$ cat config.mk
export PLATFORM = sky130hd
export DESIGN_NAME = bioimp_drive_config
export DESIGN_NICKNAME = d
export VERILOG_FILES = /design/src/drive_cfg_pkg.sv /design/src/bioimp_drive_config.sv
export VERILOG_INCLUDE_DIRS = /design/src
export SDC_FILE = /design/constraint.sdc
export NUM_CORES = 1
export LEC_CHECK = 0
export BUFFER_PORTS_ARGS = -buffer_cell sky130_fd_sc_hd__buf_2
export CORE_ASPECT_RATIO = 0.5
export CORE_MARGIN = 2
export CORE_UTILIZATION = 25
export CTS_BUF_LIST = sky130_fd_sc_hd__clkbuf_16
export DETAILED_ROUTE_END_ITERATION = 10
export PLACE_DENSITY = 0.51
export SKIP_LAST_GASP = 1
export SLEW_MARGIN = 5
export SYNTH_ARGS = -nofsm -noshare
export SYNTH_HDL_FRONTEND = slang
export SYNTH_SLANG_ARGS = --single-unit
$ cat constraint.sdc
create_clock -name clk_i -period 8.6 [get_ports clk_i]
set_input_delay 1.72 -clock clk_i [delete_from_list [all_inputs] [get_ports clk_i]]
set_output_delay 1.72 -clock clk_i [all_outputs]
set_load 0.1 [all_outputs]
$ cat src/drive_cfg_map.svh
// register offsets, field positions, reset values and timing counts
`ifndef DRIVE_CFG_MAP_SVH
`define DRIVE_CFG_MAP_SVH

// byte offsets on the register bus
`define OFS_IMP_CFG      8'h00
`define OFS_GEN_CFG      8'h04
`define OFS_IRQ_STATUS   8'h08
`define OFS_IRQ_MASK     8'h0c
`define OFS_DRIVE_STAT   8'h10
`define OFS_DRIVE_PARAM  8'h14

// impedance channel configuration fields
`define FLD_RATE         23
`define FLD_LPF_HI       13
`define FLD_LPF_LO       12
`define FLD_FREQ_HI      11
`define FLD_FREQ_LO      8
`define FLD_MON_EN       7
`define FLD_MAG_HI       6
`define FLD_MAG_LO       4
`define FLD_PH_HI        3
`define FLD_PH_LO        0

// reset values
`define RST_IMP_CFG      24'h201800
`define RST_GEN_CFG      8'h00

// low-pass default for unsupported combinations
`define LPF_DEFAULT      2'h1

// phase step sizes in hundredths of a degree
`define PH_STEP_FINE     16'd1125

// master clock rates in Hz
`define MASTER_CLOCK_SEL_HZ_0       32768
`define MASTER_CLOCK_SEL_HZ_1       32000
`define MASTER_CLOCK_SEL_HZ_3       31968

// sample rate divisor of the master clock
`define RATE_DIV_FAST    512

// compliance debounce time in ns and cycles at 125 MHz
`define MON_DEBOUNCE_NS  64
`define CLK_PERIOD_NS    8
`define MON_DEBOUNCE_CYC ((`MON_DEBOUNCE_NS + `CLK_PERIOD_NS - 1) / `CLK_PERIOD_NS)

`endif

$ cat src/drive_cfg_pkg.sv
// types shared by the drive configuration block
package drive_cfg_pkg;

  // bus data phase state, one-hot
  typedef enum logic [2:0]
  {
    BUS_IDLE  = 3'b001,
    BUS_WRITE = 3'b010,
    BUS_READ  = 3'b100
  } bus_state_e;

  typedef logic [3:0] freq_code_t;

endpackage : drive_cfg_pkg

$ cat src/bioimp_drive_config.sv
// drive configuration decode for a bioimpedance channel, with ahb-lite slave
// Operation
// - freq codes 0100..1001 divide master clock by 4..128; above divide by 256
// - codes 0000..0011 give about 4x, 2x, 1x, 0.5x master clock
// - frequencies follow master clock: 32768, 32000, 32000, 31968 Hz
// - monitor active only if enabled, channel on and generators on
// - enabled monitor flags compliance violations of the current sources
// - magnitude 000 turns generators off, drive pins float
// - magnitude 001..111 gives 8,16,32,48,64,80,96 microamps
// - freq code 0010 and above: phase is field times 11.25 degrees
// - freq code 0001: phase uses upper three bits, 22.5 degree steps
// - freq code 0000: phase uses upper two bits, 45 degree steps
// - fast rate: lowpass 00 bypass, else master clock over 8192/4096/2048
// - lowpass 11 at slow rate replaced by 4 Hz default
// - substituted lowpass: register keeps written value, read shows effective
// - sample rate is master clock over 512, halved when rate bit set
//
// Implementation choices: the AHB-Lite slave port and the placing of the registers.
`timescale 1ns/100ps
`include "drive_cfg_map.svh"

module bioimp_drive_config
  import drive_cfg_pkg::*;
#(
  parameter int DEBOUNCE_CYC = `MON_DEBOUNCE_CYC
)
(
  // clock and reset
  input  wire logic        clk_i,
  input  wire logic        rst_i,
  // ahb-lite slave
  input  wire logic        hsel_i,
  input  wire logic [7:0]  haddr_i,
  input  wire logic [1:0]  htrans_i,
  input  wire logic        hwrite_i,
  input  wire logic [2:0]  hsize_i,
  input  wire logic [31:0] hwdata_i,
  input  wire logic        hready_i,
  output logic      [31:0] hrdata_o,
  output logic             hreadyout_o,
  output logic             hresp_o,
  // analogue status and compliance comparators
  input  wire logic        channel_active_i,
  input  wire logic        comp_pos_viol_i,
  input  wire logic        comp_neg_viol_i,
  // decoded drive controls
  output logic             gen_enable_o,
  output logic             drive_pos_pin_oe_o,
  output logic             drive_neg_pin_oe_o,
  output logic      [6:0]  drive_current_ua_o,
  output logic      [3:0]  freq_div_log2_o,
  output logic      [1:0]  freq_mult_code_o,
  output logic      [15:0] phase_cdeg_o,
  output logic      [1:0]  lpf_effective_o,
  output logic      [13:0] lpf_div_o,
  output logic      [10:0] rate_div_o,
  output logic      [16:0] master_hz_o,
  output logic             monitor_active_o,
  // interrupt
  output logic             irq_o
);

  initial
  begin
    if (DEBOUNCE_CYC < 1 || DEBOUNCE_CYC > 255)
      $error("DEBOUNCE_CYC out of range");
  end

  logic [23:0] imp_cfg_q;
  logic [1:0]  master_clock_sel_q;
  logic [1:0]  irq_status_q;
  logic [1:0]  irq_mask_q;
  logic [7:0]  haddr_q;
  bus_state_e  bus_q;
  logic [7:0]  deb_cnt_q;
  logic        viol_q;

  // register fields
  logic       impedance_rate_sel;
  logic [1:0] impedance_lowpass_sel;
  freq_code_t drive_mod_freq_sel;
  logic       drive_monitor_en;
  logic [2:0] drive_magnitude_sel;
  logic [3:0] drive_phase_offset;
  assign impedance_rate_sel    = imp_cfg_q[`FLD_RATE];
  assign impedance_lowpass_sel = imp_cfg_q[`FLD_LPF_HI:`FLD_LPF_LO];
  assign drive_mod_freq_sel    = imp_cfg_q[`FLD_FREQ_HI:`FLD_FREQ_LO];
  assign drive_monitor_en      = imp_cfg_q[`FLD_MON_EN];
  assign drive_magnitude_sel   = imp_cfg_q[`FLD_MAG_HI:`FLD_MAG_LO];
  assign drive_phase_offset    = imp_cfg_q[`FLD_PH_HI:`FLD_PH_LO];
  // ahb: address phase accepted when selected, nonseq/seq and bus ready
  logic accept;
  assign accept = hsel_i && htrans_i[1] && hready_i;
  always_ff @(posedge clk_i or posedge rst_i)
  begin
    if (rst_i)
    begin
      bus_q   <= BUS_IDLE;
      haddr_q <= 8'h00;
    end
    else if (accept)
    begin
      bus_q   <= hwrite_i ? BUS_WRITE : BUS_READ;
      haddr_q <= haddr_i;
    end
    else if (hready_i)
      bus_q <= BUS_IDLE;
  end

  // zero wait state slave, always okay
  assign hreadyout_o = 1'b1;
  assign hresp_o     = 1'b0;
  // write strobes live only in the data phase of an accepted write
  logic wr_cfg;
  logic wr_gen;
  logic wr_stat;
  logic wr_mask;
  assign wr_cfg  = (bus_q == BUS_WRITE) && (haddr_q == `OFS_IMP_CFG);
  assign wr_gen  = (bus_q == BUS_WRITE) && (haddr_q == `OFS_GEN_CFG);
  assign wr_stat = (bus_q == BUS_WRITE) && (haddr_q == `OFS_IRQ_STATUS);
  assign wr_mask = (bus_q == BUS_WRITE) && (haddr_q == `OFS_IRQ_MASK);
  // configuration storage keeps written value, including unsupported lowpass
  always_ff @(posedge clk_i or posedge rst_i)
  begin
    if (rst_i)
      imp_cfg_q <= `RST_IMP_CFG;
    else if (wr_cfg)
      imp_cfg_q <= hwdata_i[23:0];
  end
  always_ff @(posedge clk_i or posedge rst_i)
  begin
    if (rst_i)
      master_clock_sel_q <= 2'(`RST_GEN_CFG);
    else if (wr_gen)
      master_clock_sel_q <= hwdata_i[1:0];
  end
  // master clock rate per selection
  always_comb
  begin
    case (master_clock_sel_q)
      2'h0:    master_hz_o = 17'(`MASTER_CLOCK_SEL_HZ_0);
      2'h3:    master_hz_o = 17'(`MASTER_CLOCK_SEL_HZ_3);
      default: master_hz_o = 17'(`MASTER_CLOCK_SEL_HZ_1);
    endcase
  end
  // sample rate divisor, slow rate halves the rate
  assign rate_div_o = impedance_rate_sel ? 11'(2 * `RATE_DIV_FAST)
                                         : 11'(`RATE_DIV_FAST);
  // lowpass substitution; 11 only valid at the fast rate
  always_comb
  begin
    lpf_effective_o = impedance_lowpass_sel;
    if (impedance_rate_sel && impedance_lowpass_sel == 2'h3)
      lpf_effective_o = `LPF_DEFAULT;
    case (lpf_effective_o)
      2'h1:    lpf_div_o = 14'h2000;
      2'h2:    lpf_div_o = 14'h1000;
      2'h3:    lpf_div_o = 14'h0800;
      default: lpf_div_o = 14'h0000; // bypass
    endcase
  end
  // frequency: multiplier for low codes, power-of-two divider for the rest
  always_comb
  begin
    freq_mult_code_o = 2'h0;
    freq_div_log2_o  = 4'h0;
    if (drive_mod_freq_sel < 4'h4)
      freq_mult_code_o = drive_mod_freq_sel[1:0];
    else if (drive_mod_freq_sel <= 4'h9)
      freq_div_log2_o = drive_mod_freq_sel - 4'h2;
    else
      freq_div_log2_o = 4'h8;
  end
  // phase offset resolution depends on the frequency code
  always_comb
  begin
    case (drive_mod_freq_sel)
      4'h0:    phase_cdeg_o = 16'({drive_phase_offset[3:2], 2'b00})
                              * `PH_STEP_FINE;
      4'h1:    phase_cdeg_o = 16'({drive_phase_offset[3:1], 1'b0})
                              * `PH_STEP_FINE;
      default: phase_cdeg_o = 16'(drive_phase_offset)
                              * `PH_STEP_FINE;
    endcase
  end
  // magnitude decode; 000 floats the pins
  always_comb
  begin
    case (drive_magnitude_sel)
      3'h1:    drive_current_ua_o = 7'd8;
      3'h2:    drive_current_ua_o = 7'd16;
      3'h3:    drive_current_ua_o = 7'd32;
      3'h4:    drive_current_ua_o = 7'd48;
      3'h5:    drive_current_ua_o = 7'd64;
      3'h6:    drive_current_ua_o = 7'd80;
      3'h7:    drive_current_ua_o = 7'd96;
      default: drive_current_ua_o = 7'd0;
    endcase
  end
  assign gen_enable_o       = (drive_magnitude_sel != 3'h0);
  assign drive_pos_pin_oe_o = gen_enable_o;
  assign drive_neg_pin_oe_o = gen_enable_o;
  // monitor only meaningful with channel and generators running
  assign monitor_active_o = drive_monitor_en && channel_active_i
                            && gen_enable_o;
  // debounce so a single glitch on a comparator does not raise the event
  always_ff @(posedge clk_i or posedge rst_i)
  begin
    if (rst_i)
    begin
      deb_cnt_q <= 8'h00;
      viol_q    <= 1'b0;
    end
    else if (monitor_active_o && (comp_pos_viol_i || comp_neg_viol_i))
    begin
      if (deb_cnt_q < 8'(DEBOUNCE_CYC))
        deb_cnt_q <= deb_cnt_q + 8'h01;
      viol_q <= (deb_cnt_q >= 8'(DEBOUNCE_CYC - 1));
    end
    else
    begin
      deb_cnt_q <= 8'h00;
      viol_q    <= 1'b0;
    end
  end

  // sticky status: bit0 compliance event, bit1 config write; set beats clear
  logic [1:0] evt;
  assign evt = {wr_cfg, viol_q};
  always_ff @(posedge clk_i or posedge rst_i)
  begin
    if (rst_i)
      irq_status_q <= 2'h0;
    else
      irq_status_q <= (irq_status_q & ~(wr_stat ? hwdata_i[1:0] : 2'h0))
                      | evt;
  end

  always_ff @(posedge clk_i or posedge rst_i)
  begin
    if (rst_i)
      irq_mask_q <= 2'h0;
    else if (wr_mask)
      irq_mask_q <= hwdata_i[1:0];
  end

  assign irq_o = |(irq_status_q & irq_mask_q);

  // read mux, reads of the config show the effective lowpass
  always_comb
  begin
    hrdata_o = 32'h0;
    if (bus_q == BUS_READ)
    begin
      case (haddr_q)
        `OFS_IMP_CFG:
          hrdata_o = {8'h00, imp_cfg_q[23:14], lpf_effective_o,
                      imp_cfg_q[11:0]};
        `OFS_GEN_CFG:     hrdata_o = {30'h0, master_clock_sel_q};
        `OFS_IRQ_STATUS:  hrdata_o = {30'h0, irq_status_q};
        `OFS_IRQ_MASK:    hrdata_o = {30'h0, irq_mask_q};
        `OFS_DRIVE_STAT:  hrdata_o = {29'h0, viol_q, monitor_active_o,
                                      gen_enable_o};
        `OFS_DRIVE_PARAM: hrdata_o = {phase_cdeg_o, 1'b0,
                                      drive_current_ua_o, freq_div_log2_o,
                                      2'b00, freq_mult_code_o};
        default:          hrdata_o = 32'h0;
      endcase
    end
  end

  // checks
  lpf_subst_a: assert property (@(posedge clk_i) disable iff (rst_i)
    (impedance_rate_sel && impedance_lowpass_sel == 2'h3)
      |-> lpf_effective_o == 2'h1 && lpf_div_o == 14'h2000)
    else $error("lowpass not substituted");
  lpf_fast_a: assert property (@(posedge clk_i) disable iff (rst_i)
    (!impedance_rate_sel && impedance_lowpass_sel == 2'h3)
      |-> lpf_div_o == 14'h0800)
    else $error("fast lowpass wrong");
  cfg_keep_a: assert property (@(posedge clk_i) disable iff (rst_i)
    wr_cfg |=> imp_cfg_q == $past(hwdata_i[23:0]))
    else $error("config write lost");
  mag_off_a: assert property (@(posedge clk_i) disable iff (rst_i)
    drive_magnitude_sel == 3'h0
      |-> !drive_pos_pin_oe_o && !drive_neg_pin_oe_o
          && drive_current_ua_o == 7'd0)
    else $error("pins driven while off");
  mag_max_a: assert property (@(posedge clk_i) disable iff (rst_i)
    drive_magnitude_sel == 3'h7 |-> drive_current_ua_o == 7'd96)
    else $error("top magnitude wrong");
  freq_div_a: assert property (@(posedge clk_i) disable iff (rst_i)
    drive_mod_freq_sel >= 4'ha |-> freq_div_log2_o == 4'h8)
    else $error("top divider wrong");
  freq_low_a: assert property (@(posedge clk_i) disable iff (rst_i)
    drive_mod_freq_sel == 4'h4 |-> freq_div_log2_o == 4'h2)
    else $error("divide by four wrong");
  freq_mult_a: assert property (@(posedge clk_i) disable iff (rst_i)
    drive_mod_freq_sel == 4'h3 |-> freq_mult_code_o == 2'h3
                                   && freq_div_log2_o == 4'h0)
    else $error("multiplier code wrong");
  phase_coarse_a: assert property (@(posedge clk_i) disable iff (rst_i)
    drive_mod_freq_sel == 4'h0 && drive_phase_offset == 4'hf
      |-> phase_cdeg_o == 16'd13500)
    else $error("coarse phase wrong");
  phase_mid_a: assert property (@(posedge clk_i) disable iff (rst_i)
    drive_mod_freq_sel == 4'h1 && drive_phase_offset == 4'hf
      |-> phase_cdeg_o == 16'd15750)
    else $error("mid phase wrong");
  phase_fine_a: assert property (@(posedge clk_i) disable iff (rst_i)
    drive_mod_freq_sel == 4'h2 && drive_phase_offset == 4'hf
      |-> phase_cdeg_o == 16'd16875)
    else $error("fine phase wrong");
  mon_gate_a: assert property (@(posedge clk_i) disable iff (rst_i)
    !monitor_active_o |=> !viol_q)
    else $error("violation while inactive");
  viol_irq_a: assert property (@(posedge clk_i) disable iff (rst_i)
    viol_q && irq_mask_q[0] && !wr_mask |=> irq_o)
    else $error("violation missed irq");
  master_a: assert property (@(posedge clk_i) disable iff (rst_i)
    master_clock_sel_q == 2'h3 |-> master_hz_o == 17'd31968)
    else $error("master rate wrong");
  rate_a: assert property (@(posedge clk_i) disable iff (rst_i)
    impedance_rate_sel |-> rate_div_o == 11'd1024)
    else $error("slow rate wrong");

  viol_c: cover property (@(posedge clk_i) disable iff (rst_i)
    monitor_active_o ##1 viol_q);
  subst_c: cover property (@(posedge clk_i) disable iff (rst_i)
    bus_q == BUS_READ && haddr_q == `OFS_IMP_CFG && lpf_effective_o
      != impedance_lowpass_sel);
  irq_c: cover property (@(posedge clk_i) disable iff (rst_i)
    !irq_o ##1 irq_o);

endmodule : bioimp_drive_config

# Word-level counts from Yosys, hierarchy flattened
# Index checks and enable logic that the tools add are counted.
# op_classes
add_sub_neg,2
mul,3
order_cmp,4
n_eq_ne,21
muxes,18
n_bitwise,4
n_reduce_logical,17
# op_table
operator,n
one-hot mux 32 bit (6 select lines),1
one-hot mux 7 bit (7 select lines),1
one-hot mux 14 bit (3 select lines),1
two-way mux 32 bit,1
one-hot mux 16 bit (2 select lines),1
one-hot mux 15 bit (2 select lines),1
== test 8 x 4 -> 1 bit (second input constant),2
== test 8 x 5 -> 1 bit (second input constant),2
two-way mux 8 bit,2
== test 3 bit (second input constant),5
multiplier 4 x 11 -> 15 bit (second input constant),1
multiplier 3 x 11 -> 14 bit (second input constant),1
multiplier 2 x 11 -> 13 bit (second input constant),1
two-way mux 11 bit,1
logical AND 1 bit,10
== test 3 x 2 -> 1 bit (second input constant),3
two-way mux 3 bit,3
adder 8 x 1 -> 8 bit (second input constant),1
== test 2 bit (second input constant),4
== test 8 x 3 -> 1 bit (second input constant),1
greater-or-equal comparator 8 x 3 -> 1 bit (second input constant),1
zero test 8 bit,1
< comparator 8 x 4 -> 1 bit (second input constant),1
two-way mux 4 bit,2
other kinds (18),21
# word_totals
register_bits,50
inputBits,53
output_inout_bits,112
wordCells,77

# Longest topological paths before layout
# Gate-level depths: netlist (run 1).
# logic_depth
ltp_word,6
ltp_mapped,11
mapped_depth_nobuf,10

# Worst setup path after synthesis (run 1)
# Ideal clock, no wire load.
# synth_timing
path_kind,register to output
startpoint,register imp_cfg_q[10]
endpoint,output port hrdata_o[0]
arrival_time_ps,4905
required_time_ps,6880
path_slack_ps,1975
stages_incl_launch_ff,6
path_buffers,1
path_cell_list,dfrtp_1 > buf_2 > nor3b_1 > mux2i_1 > or4_1 > a21oi_1
# synth_between
elab_chain_cells,4
# synth_lines
element,line,source
start: declaration,bioimp_drive_config.sv:69,logic [23:0] imp_cfg_q;
start signal: assignment,bioimp_drive_config.sv:126,imp_cfg_q <= `RST_IMP_CFG;
start signal: assignment,bioimp_drive_config.sv:128,imp_cfg_q <= hwdata_i[23:0];
< comparator 4 x 3 -> 1 bit,bioimp_drive_config.sv:167,if (drive_mod_freq_sel < 4'h4)
two-way mux 2 bit,bioimp_drive_config.sv:167,
via freq_mult_code_o[0],bioimp_drive_config.sv:52,"output logic [1:0] freq_mult_code_o,"
one-hot mux 32 bit (6 select lines),bioimp_drive_config.sv:255,case (haddr_q)
two-way mux 32 bit,bioimp_drive_config.sv:253,if (bus_q == BUS_READ)
end: declaration,bioimp_drive_config.sv:39,"output logic [31:0] hrdata_o,"
# The timed path passes the listed nets, and every way through them passes these cells.

# Worst setup path in the final report (run 1)
# layout_timing
startpoint,register imp_cfg_q[2]
endpoint,output port hrdata_o[29]
# layout_between
elab_chain_cells,4
elab_cells_between_ends,6
classes_between,mul: 3; mux: 3
# layout_lines
element,line,source
multiplier 4 x 11 -> 15 bit (no source line) (tied with other cells),n/a,
one-hot mux 15 bit (2 select lines) *,bioimp_drive_config.sv:177,case (drive_mod_freq_sel)
one-hot mux 32 bit (6 select lines) *,bioimp_drive_config.sv:255,
two-way mux 32 bit *,bioimp_drive_config.sv:253,
# Mark *: on every way between the ends. The rest lies on a longest branch, timed or not.

==> results of run 1 <==
==> cells by family (layout without fill, tap and decap cells) <==
group | after synthesis | in the layout | synth area share, %
AND/OR/NAND/NOR | 107 | 107 | 15.9
buffers and inverters | 80 | 145 | 13.1
AO/OA/AOI/OAI | 70 | 70 | 12.9
flip-flops | 50 | 50 | 33.2
multiplexers | 40 | 40 | 14.1
adder cells (fa/ha/maj) | 23 | 23 | 7.60
XOR/XNOR | 13 | 13 | 3.01
other | 2 | 34 | 0.198
==> power breakdown <==
group	internal, mW	switching (mW)	total, mW	leakage [nW]
Combinational	0.115	0.447	0.562	1.61
Sequential	0.258	0.0372	0.296	0.593
Clock	0.136	0.0843	0.220	0.0812
Total	0.510	0.569	1.08	2.29
==> cells in the mapped netlist (all sizes together) (2+ instances only) <==
master	n	share of area [%]
nor2b	3	0.50
ha	23	7.6
buf	55	11
or4	2	0.40
xor2	2	0.46
nand3	6	0.79
mux2i	6	1.6
o21a	4	0.79
o22ai	6	0.99
or3	3	0.50
mux4	2	1.2
a21boi	2	0.50
nand3b	2	0.73
inv	18	1.8
mux2	32	11
clkbuf	7	0.69
nor2	23	2.3
and3	5	0.83
nand2	25	2.5
a211oi	3	0.59
nand4	3	0.50
conb	2	0.20
xnor2	11	2.5
nor3b	4	0.93
dfrtp	46	30
nor4	2	0.73
nor3	8	1.2
dfstp	4	2.8
a21oi	11	1.7
a22o	16	3.7
o21ai	16	2.1
and2	14	2.3
a31oi	4	0.83
==> metrics by stage <==
stage               setup slack [ns]  total power, mW  instance area [um^2]  util (%)
floorplan                       1.97            0.798                  3910         -
global placement                3.71            0.862                  4320      29.6
detailed placement              3.69            0.865                  4320      29.6
CTS                             3.35             1.09                  4490      30.7
global route                    3.10             1.13                  4490      30.7
finish                          3.36             1.08                  4490      30.7
==> layout make-up <==
| type | count | share of cell area [%] |
|---|---|---|
| Multi-Input combinational cell | 287 | 48.0 |
| Sequential cell | 50 | 28.0 |
| Timing Repair Buffer | 119 | 13.3 |
| Tap cell | 198 | 5.52 |
| Clock buffer | 5 | 2.79 |
| Inverter | 18 | 1.51 |
| Clock inverter | 3 | 0.920 |
==> registers in the layout, summed over array words and instances, names as in the netlist <==
| register | flops |
|---|---|
| irq_mask_q | 2 |
| bus_q | 3 |
| master_clock_sel_q | 2 |
| haddr_q | 8 |
| viol_q | 1 |
| imp_cfg_q | 24 |
| deb_cnt_q | 8 |
| irq_status_q | 2 |
==> routing by layer <==
| metal | global-route usage [%] | wire (um) | vias up | part of all wire [%] |
|---|---|---|---|---|
| li1 | - | - | 1466 | - |
| met1 | 15.1 | 4270 | 1415 | 45 |
| met2 | 20.5 | 4750 | 77 | 50 |
| met3 | 1.80 | 427 | 8 | 4.5 |
| met4 | 2.60 | 113 | 0 | 1.2 |
| met5 | 0 | 0 | - | 0 |
==> path summary, 6_finish.rpt <==
check / from / endpoint / slack (ns)
min in group asynchronous: rst_i / imp_cfg_q[14] / 1.70
min: viol_q / irq_status_q[0] / 0.47
max reg2reg: haddr_q[1] / imp_cfg_q[20] / 6.39
max in group asynchronous: rst_i / imp_cfg_q[18] / 6.25
max: imp_cfg_q[2] / hrdata_o[29] / 3.36
min reg2reg: viol_q / irq_status_q[0] / 0.47
==> critical path: stages, from the launching register on <==
cell and delay, ns:
dfrtp_1 0.68, inv_1 0.19, ha_1 0.33, inv_1 0.05, ha_1 0.20, ha_1 0.32
nand2_1 0.08, nor3b_1 0.37, a41oi_1 0.22, xnor2_1 0.22, and2_1 0.14, buf_2 0.42
==> placed cells by master, fill, tap and decap left out, types with 2 or more instances in the layout <==
cell type	n
xor2_1	2
inv_1	18
nand3_1	6
a211oi_1	3
o21ai_0	16
a21oi_2	2
a31oi_1	3
mux2_4	18
and3_1	5
clkbuf_16	5
nor3_1	7
o21a_1	4
dfrtp_1	46
nand2_1	25
nand4_1	3
o22ai_1	6
dfstp_2	4
buf_2	118
a21oi_1	9
ha_1	23
or3_1	3
nor2b_1	3
mux2_2	14
conb_1	34
or4_1	2
nor3b_1	3
mux4_2	2
nor2_1	23
xnor2_1	11
mux2i_1	6
a22o_1	16
and2_1	14
==> flow_summary.ini, run 1 <==
[die]
rows = 31
dieArea_mm2 = 0.0162
core_mm2 = 0.0146
die_w_um = 178
pin_count = 165
die_h_um = 91.0
start_util_pct = 25.9

[worst_setup_path]
r2r_cells = 4
critical_path_peak_fanout = 13
cp-end-kind = output port
arrival_ns = 3.52
cp-start-kind = flop
critPathKind = reg2out
crit_required_ns = 6.88

[global_route]
overflow = 0
grt_pass1_wl_um = 15000
grt_max_degree = 51
grt.total_usage_pct = 11.7
grt_pass1_vias = 2827
antenna_found_initial = 0

[clock_tree]
cts-resized-gates = 0
htreeDepth = 2
insertion_delay_ns = 0.28
cts_buffer_depth = 2
cts_sinks = 50
hold_buffers = 0
clockRootBuffer = clkbuf_16
cts_tree = yes
path_clk_slew_ns = 0.07
cts_made_buffers = 5
cts_setup_buffers = 0

[synthesis]
async_flop_share_pct = 100
syn_inst = 385
syn-cell-area_mm2 = 0.00378
ys_ff_latch = 50
synth-seq-area-share_pct = 33.2
ys_warn_count = 0
synth_cell_types = 58
synth.avg_cell_area_um2 = 9.83
synth_edf_count = 0
synth_ff_type = dfrtp_1

[hold_path]
hp-class = reg2reg
min_delay_path_depth = 1

[sta]
hold_violations = 0
setup_viol = 0
rsz0062_at_grt = false
fin_hold_ws_ns = 0.470
timing.slew.headroom_pct = 28.7
min_period_over_period_pct = 61.0
setup-tns-final_ns = 0
min_period_ns = 5.24
fin_skew_ns = 0.00545
tightest_slew_ns = 1.07
fmax_ghz = 0.191
final_max_slew_viol_count = 0

[power_and_ir_drop]
ir_drop_mv = 0.0754
p_leak_nw = 2.29
power.density_mw_per_mm2 = 240

[outcome]
status = finished clean

[detailed_routing]
viasPerCell = 4.36
drt_wl_total_um = 9560
num_vias = 2966
drtAntennaViolNets = 0
remaining_drc_errors = 0
wl_per_cell_um = 14.1
firstDrtPassIters = 4
drt_iter0_drc = 188

[layout]
fillers = 1549
drive_gt1_share_pct = 36.3
nets = 557
num_antenna_cells = 0
synthToLayoutAreaGrowth_pct = 18.6
regArea_mm2 = 0.00126
fin_cells = 680
multi_input_area_mm2 = 0.00215

[placement]
port-buffer-count = 118
dpl.hpwl_um = 7400
gp_routability_congestion = 0.788
dp.cells = 672

[job]
max_cap_viol_count = 0
Power figures use the tool's default switching activity.
==> run 2: changes to the inputs <==
clock period = 4.95 ns   (was 8.6 ns; I/O delays follow)
==> run 2 against run 1 <==
Net effect:
- utilization grew 0.39 points
- global-route usage grew 0.12 points
- combinational power grew 78%
- cell count grew 0.44%
- die area is the same
- highest routed layer unchanged
==> flow_summary.ini, run 2 (synthesis results as in run 1) <==
[worst_setup_path]
crit_slowest_cell = dfrtp_1
arrival_ns = 3.28
critPathBufInv = 1
critPathKind = reg2out
cp-start-kind = flop
cp-end-kind = output port
cpMostUsedCell = ha_1
critical_path_peak_fanout = 11
crit_family = adder cells
cpPeakStageDelay_ns = 0.54
crit_chain = ha_1 -> ha_1 -> ha_1 -> nand2_1 -> nor3b_1 -> a41oi_1 -> xnor2_4 -> and2_1 -> buf_2
crit_required_ns = 3.96

[sta]
rsz0062_at_grt = false
final_max_slew_viol_count = 0
setup_viol = 0
timing.slew.headroom_pct = 40.7
min_period_ns = 4.27
tightest_slew_ns = 0.885
hold_violations = 0
min_period_over_period_pct = 86.2
fin_skew_ns = 0.00508
finalWorstSetupSlack_ns = 0.681
fmax_ghz = 0.234

[layout]
drive_gt1_share_pct = 38.6
fillers = 1536
layout_common_cells = 118 x buf_2, 46 x dfrtp_1, 34 x conb_1
mostFrequentLayoutCell = buf_2
largest_register_ffs = 24
nets = 560
synthToLayoutAreaGrowth_pct = 20.1
num_antenna_cells = 0
reg_top3 = imp_cfg_q: 24 flops, deb_cnt_q: 8 flops, haddr_q: 8 flops
fin_cells = 683
top_register = imp_cfg_q

[placement]
dp.cells = 675
gp_routability_congestion = 0.839
port-buffer-count = 118
dpl.hpwl_um = 7360
pre_cts_slack_ns = 1.00

[detailed_routing]
wl_met2_um = 4630
highest_layer = met4
wl_met1_um = 4440
drt_wl_total_um = 9540
drtAntennaViolNets = 0
viasPerCell = 4.34
wl_met3_um = 360
drt_iter0_drc = 91
wl_per_cell_um = 14.0
num_vias = 2967
firstDrtPassIters = 4
remaining_drc_errors = 0

[clock_tree]
hold_buffers = 0
cts-resized-gates = 0
clockRootBuffer = clkbuf_16
insertion_delay_ns = 0.29
cts_buffer_depth = 2
cts_made_buffers = 5
cts_sinks = 50
cts_tree = yes
htreeDepth = 2
cts_setup_buffers = 0
path_clk_slew_ns = 0.07

[outcome]
status = finished clean

[power_and_ir_drop]
p_leak_nw = 2.30
p_total_mw = 1.85
power.density_mw_per_mm2 = 406
ir_drop_mv = 0.139

[die]
dieArea_mm2 = 0.0162
die_w_um = 178
die_h_um = 91.0
rows = 31
pin_count = 165
start_util_pct = 25.9
core_mm2 = 0.0146

[job]
max_cap_viol_count = 0

[global_route]
grt_pass1_vias = 2867
grt.total_usage_pct = 11.8
grt_pass1_wl_um = 15000
grt_max_degree = 51
antenna_found_initial = 0
overflow = 0

[hold_path]
hp-class = reg2reg
[run 2: cell count changes in the layout (fill, tap and decap cells not counted), sizes merged]
cell,change
clkinv,+2
buf,+3
bufinv,-1
inv,-1
[run 2: path summary, 6_finish.rpt]
| check | startpoint | to | slack [ns] | cells past startpoint |
|---|---|---|---|---|
| worst max-delay path | imp_cfg_q[1] | hrdata_o[29] | 0.68 | 9 |
| worst min-delay path | viol_q | irq_status_q[0] | 0.47 | 1 |
| worst max register to register | haddr_q[1] | imp_cfg_q[14] | 2.78 | 4 |
| worst min register to register | viol_q | irq_status_q[0] | 0.47 | 1 |
| max in group asynchronous | rst_i | imp_cfg_q[16] | 3.65 | 3 |
| min in group asynchronous | rst_i | imp_cfg_q[14] | 0.88 | 3 |
[run 2: per-layer routing]
metal | vias up | GRT usage (%)
li1 | 1467 | -
met2 | 69 | 20.0
met4 | 0 | 3.28
met1 | 1423 | 15.5
met5 | - | 0
met3 | 8 | 1.88
[run 2: cell type report]
| type | instances | area [um^2] | area share (%) |
|---|---|---|---|
| Sequential cell | 50 | 1260 | 27.6 |
| Tap cell | 198 | 248 | 5.45 |
| Clock buffer | 5 | 125 | 2.75 |
| Clock inverter | 3 | 16.3 | 0.358 |
| Inverter | 18 | 67.6 | 1.49 |
| Multi-Input combinational cell | 287 | 2210 | 48.7 |
| Timing Repair Buffer | 122 | 621 | 13.7 |
[run 2: where the power goes]
part	total, mW	internal [mW]	switching, mW
logic	1.00	0.211	0.794
clock network	0.337	0.185	0.152
registers	0.505	0.449	0.0559
[run 2: stage by stage]
stage	util [%]	area (um^2)	TNS [ns]	hold WS, ns
finish	31.1	4550	0	0.469
global route	31.1	4550	0	0.497
CTS	31.1	4550	0	0.476
detailed placement	30.1	4400	0	0.460
global placement	30.1	4400	0	0.463
floorplan	-	3960	-0.178	0.426
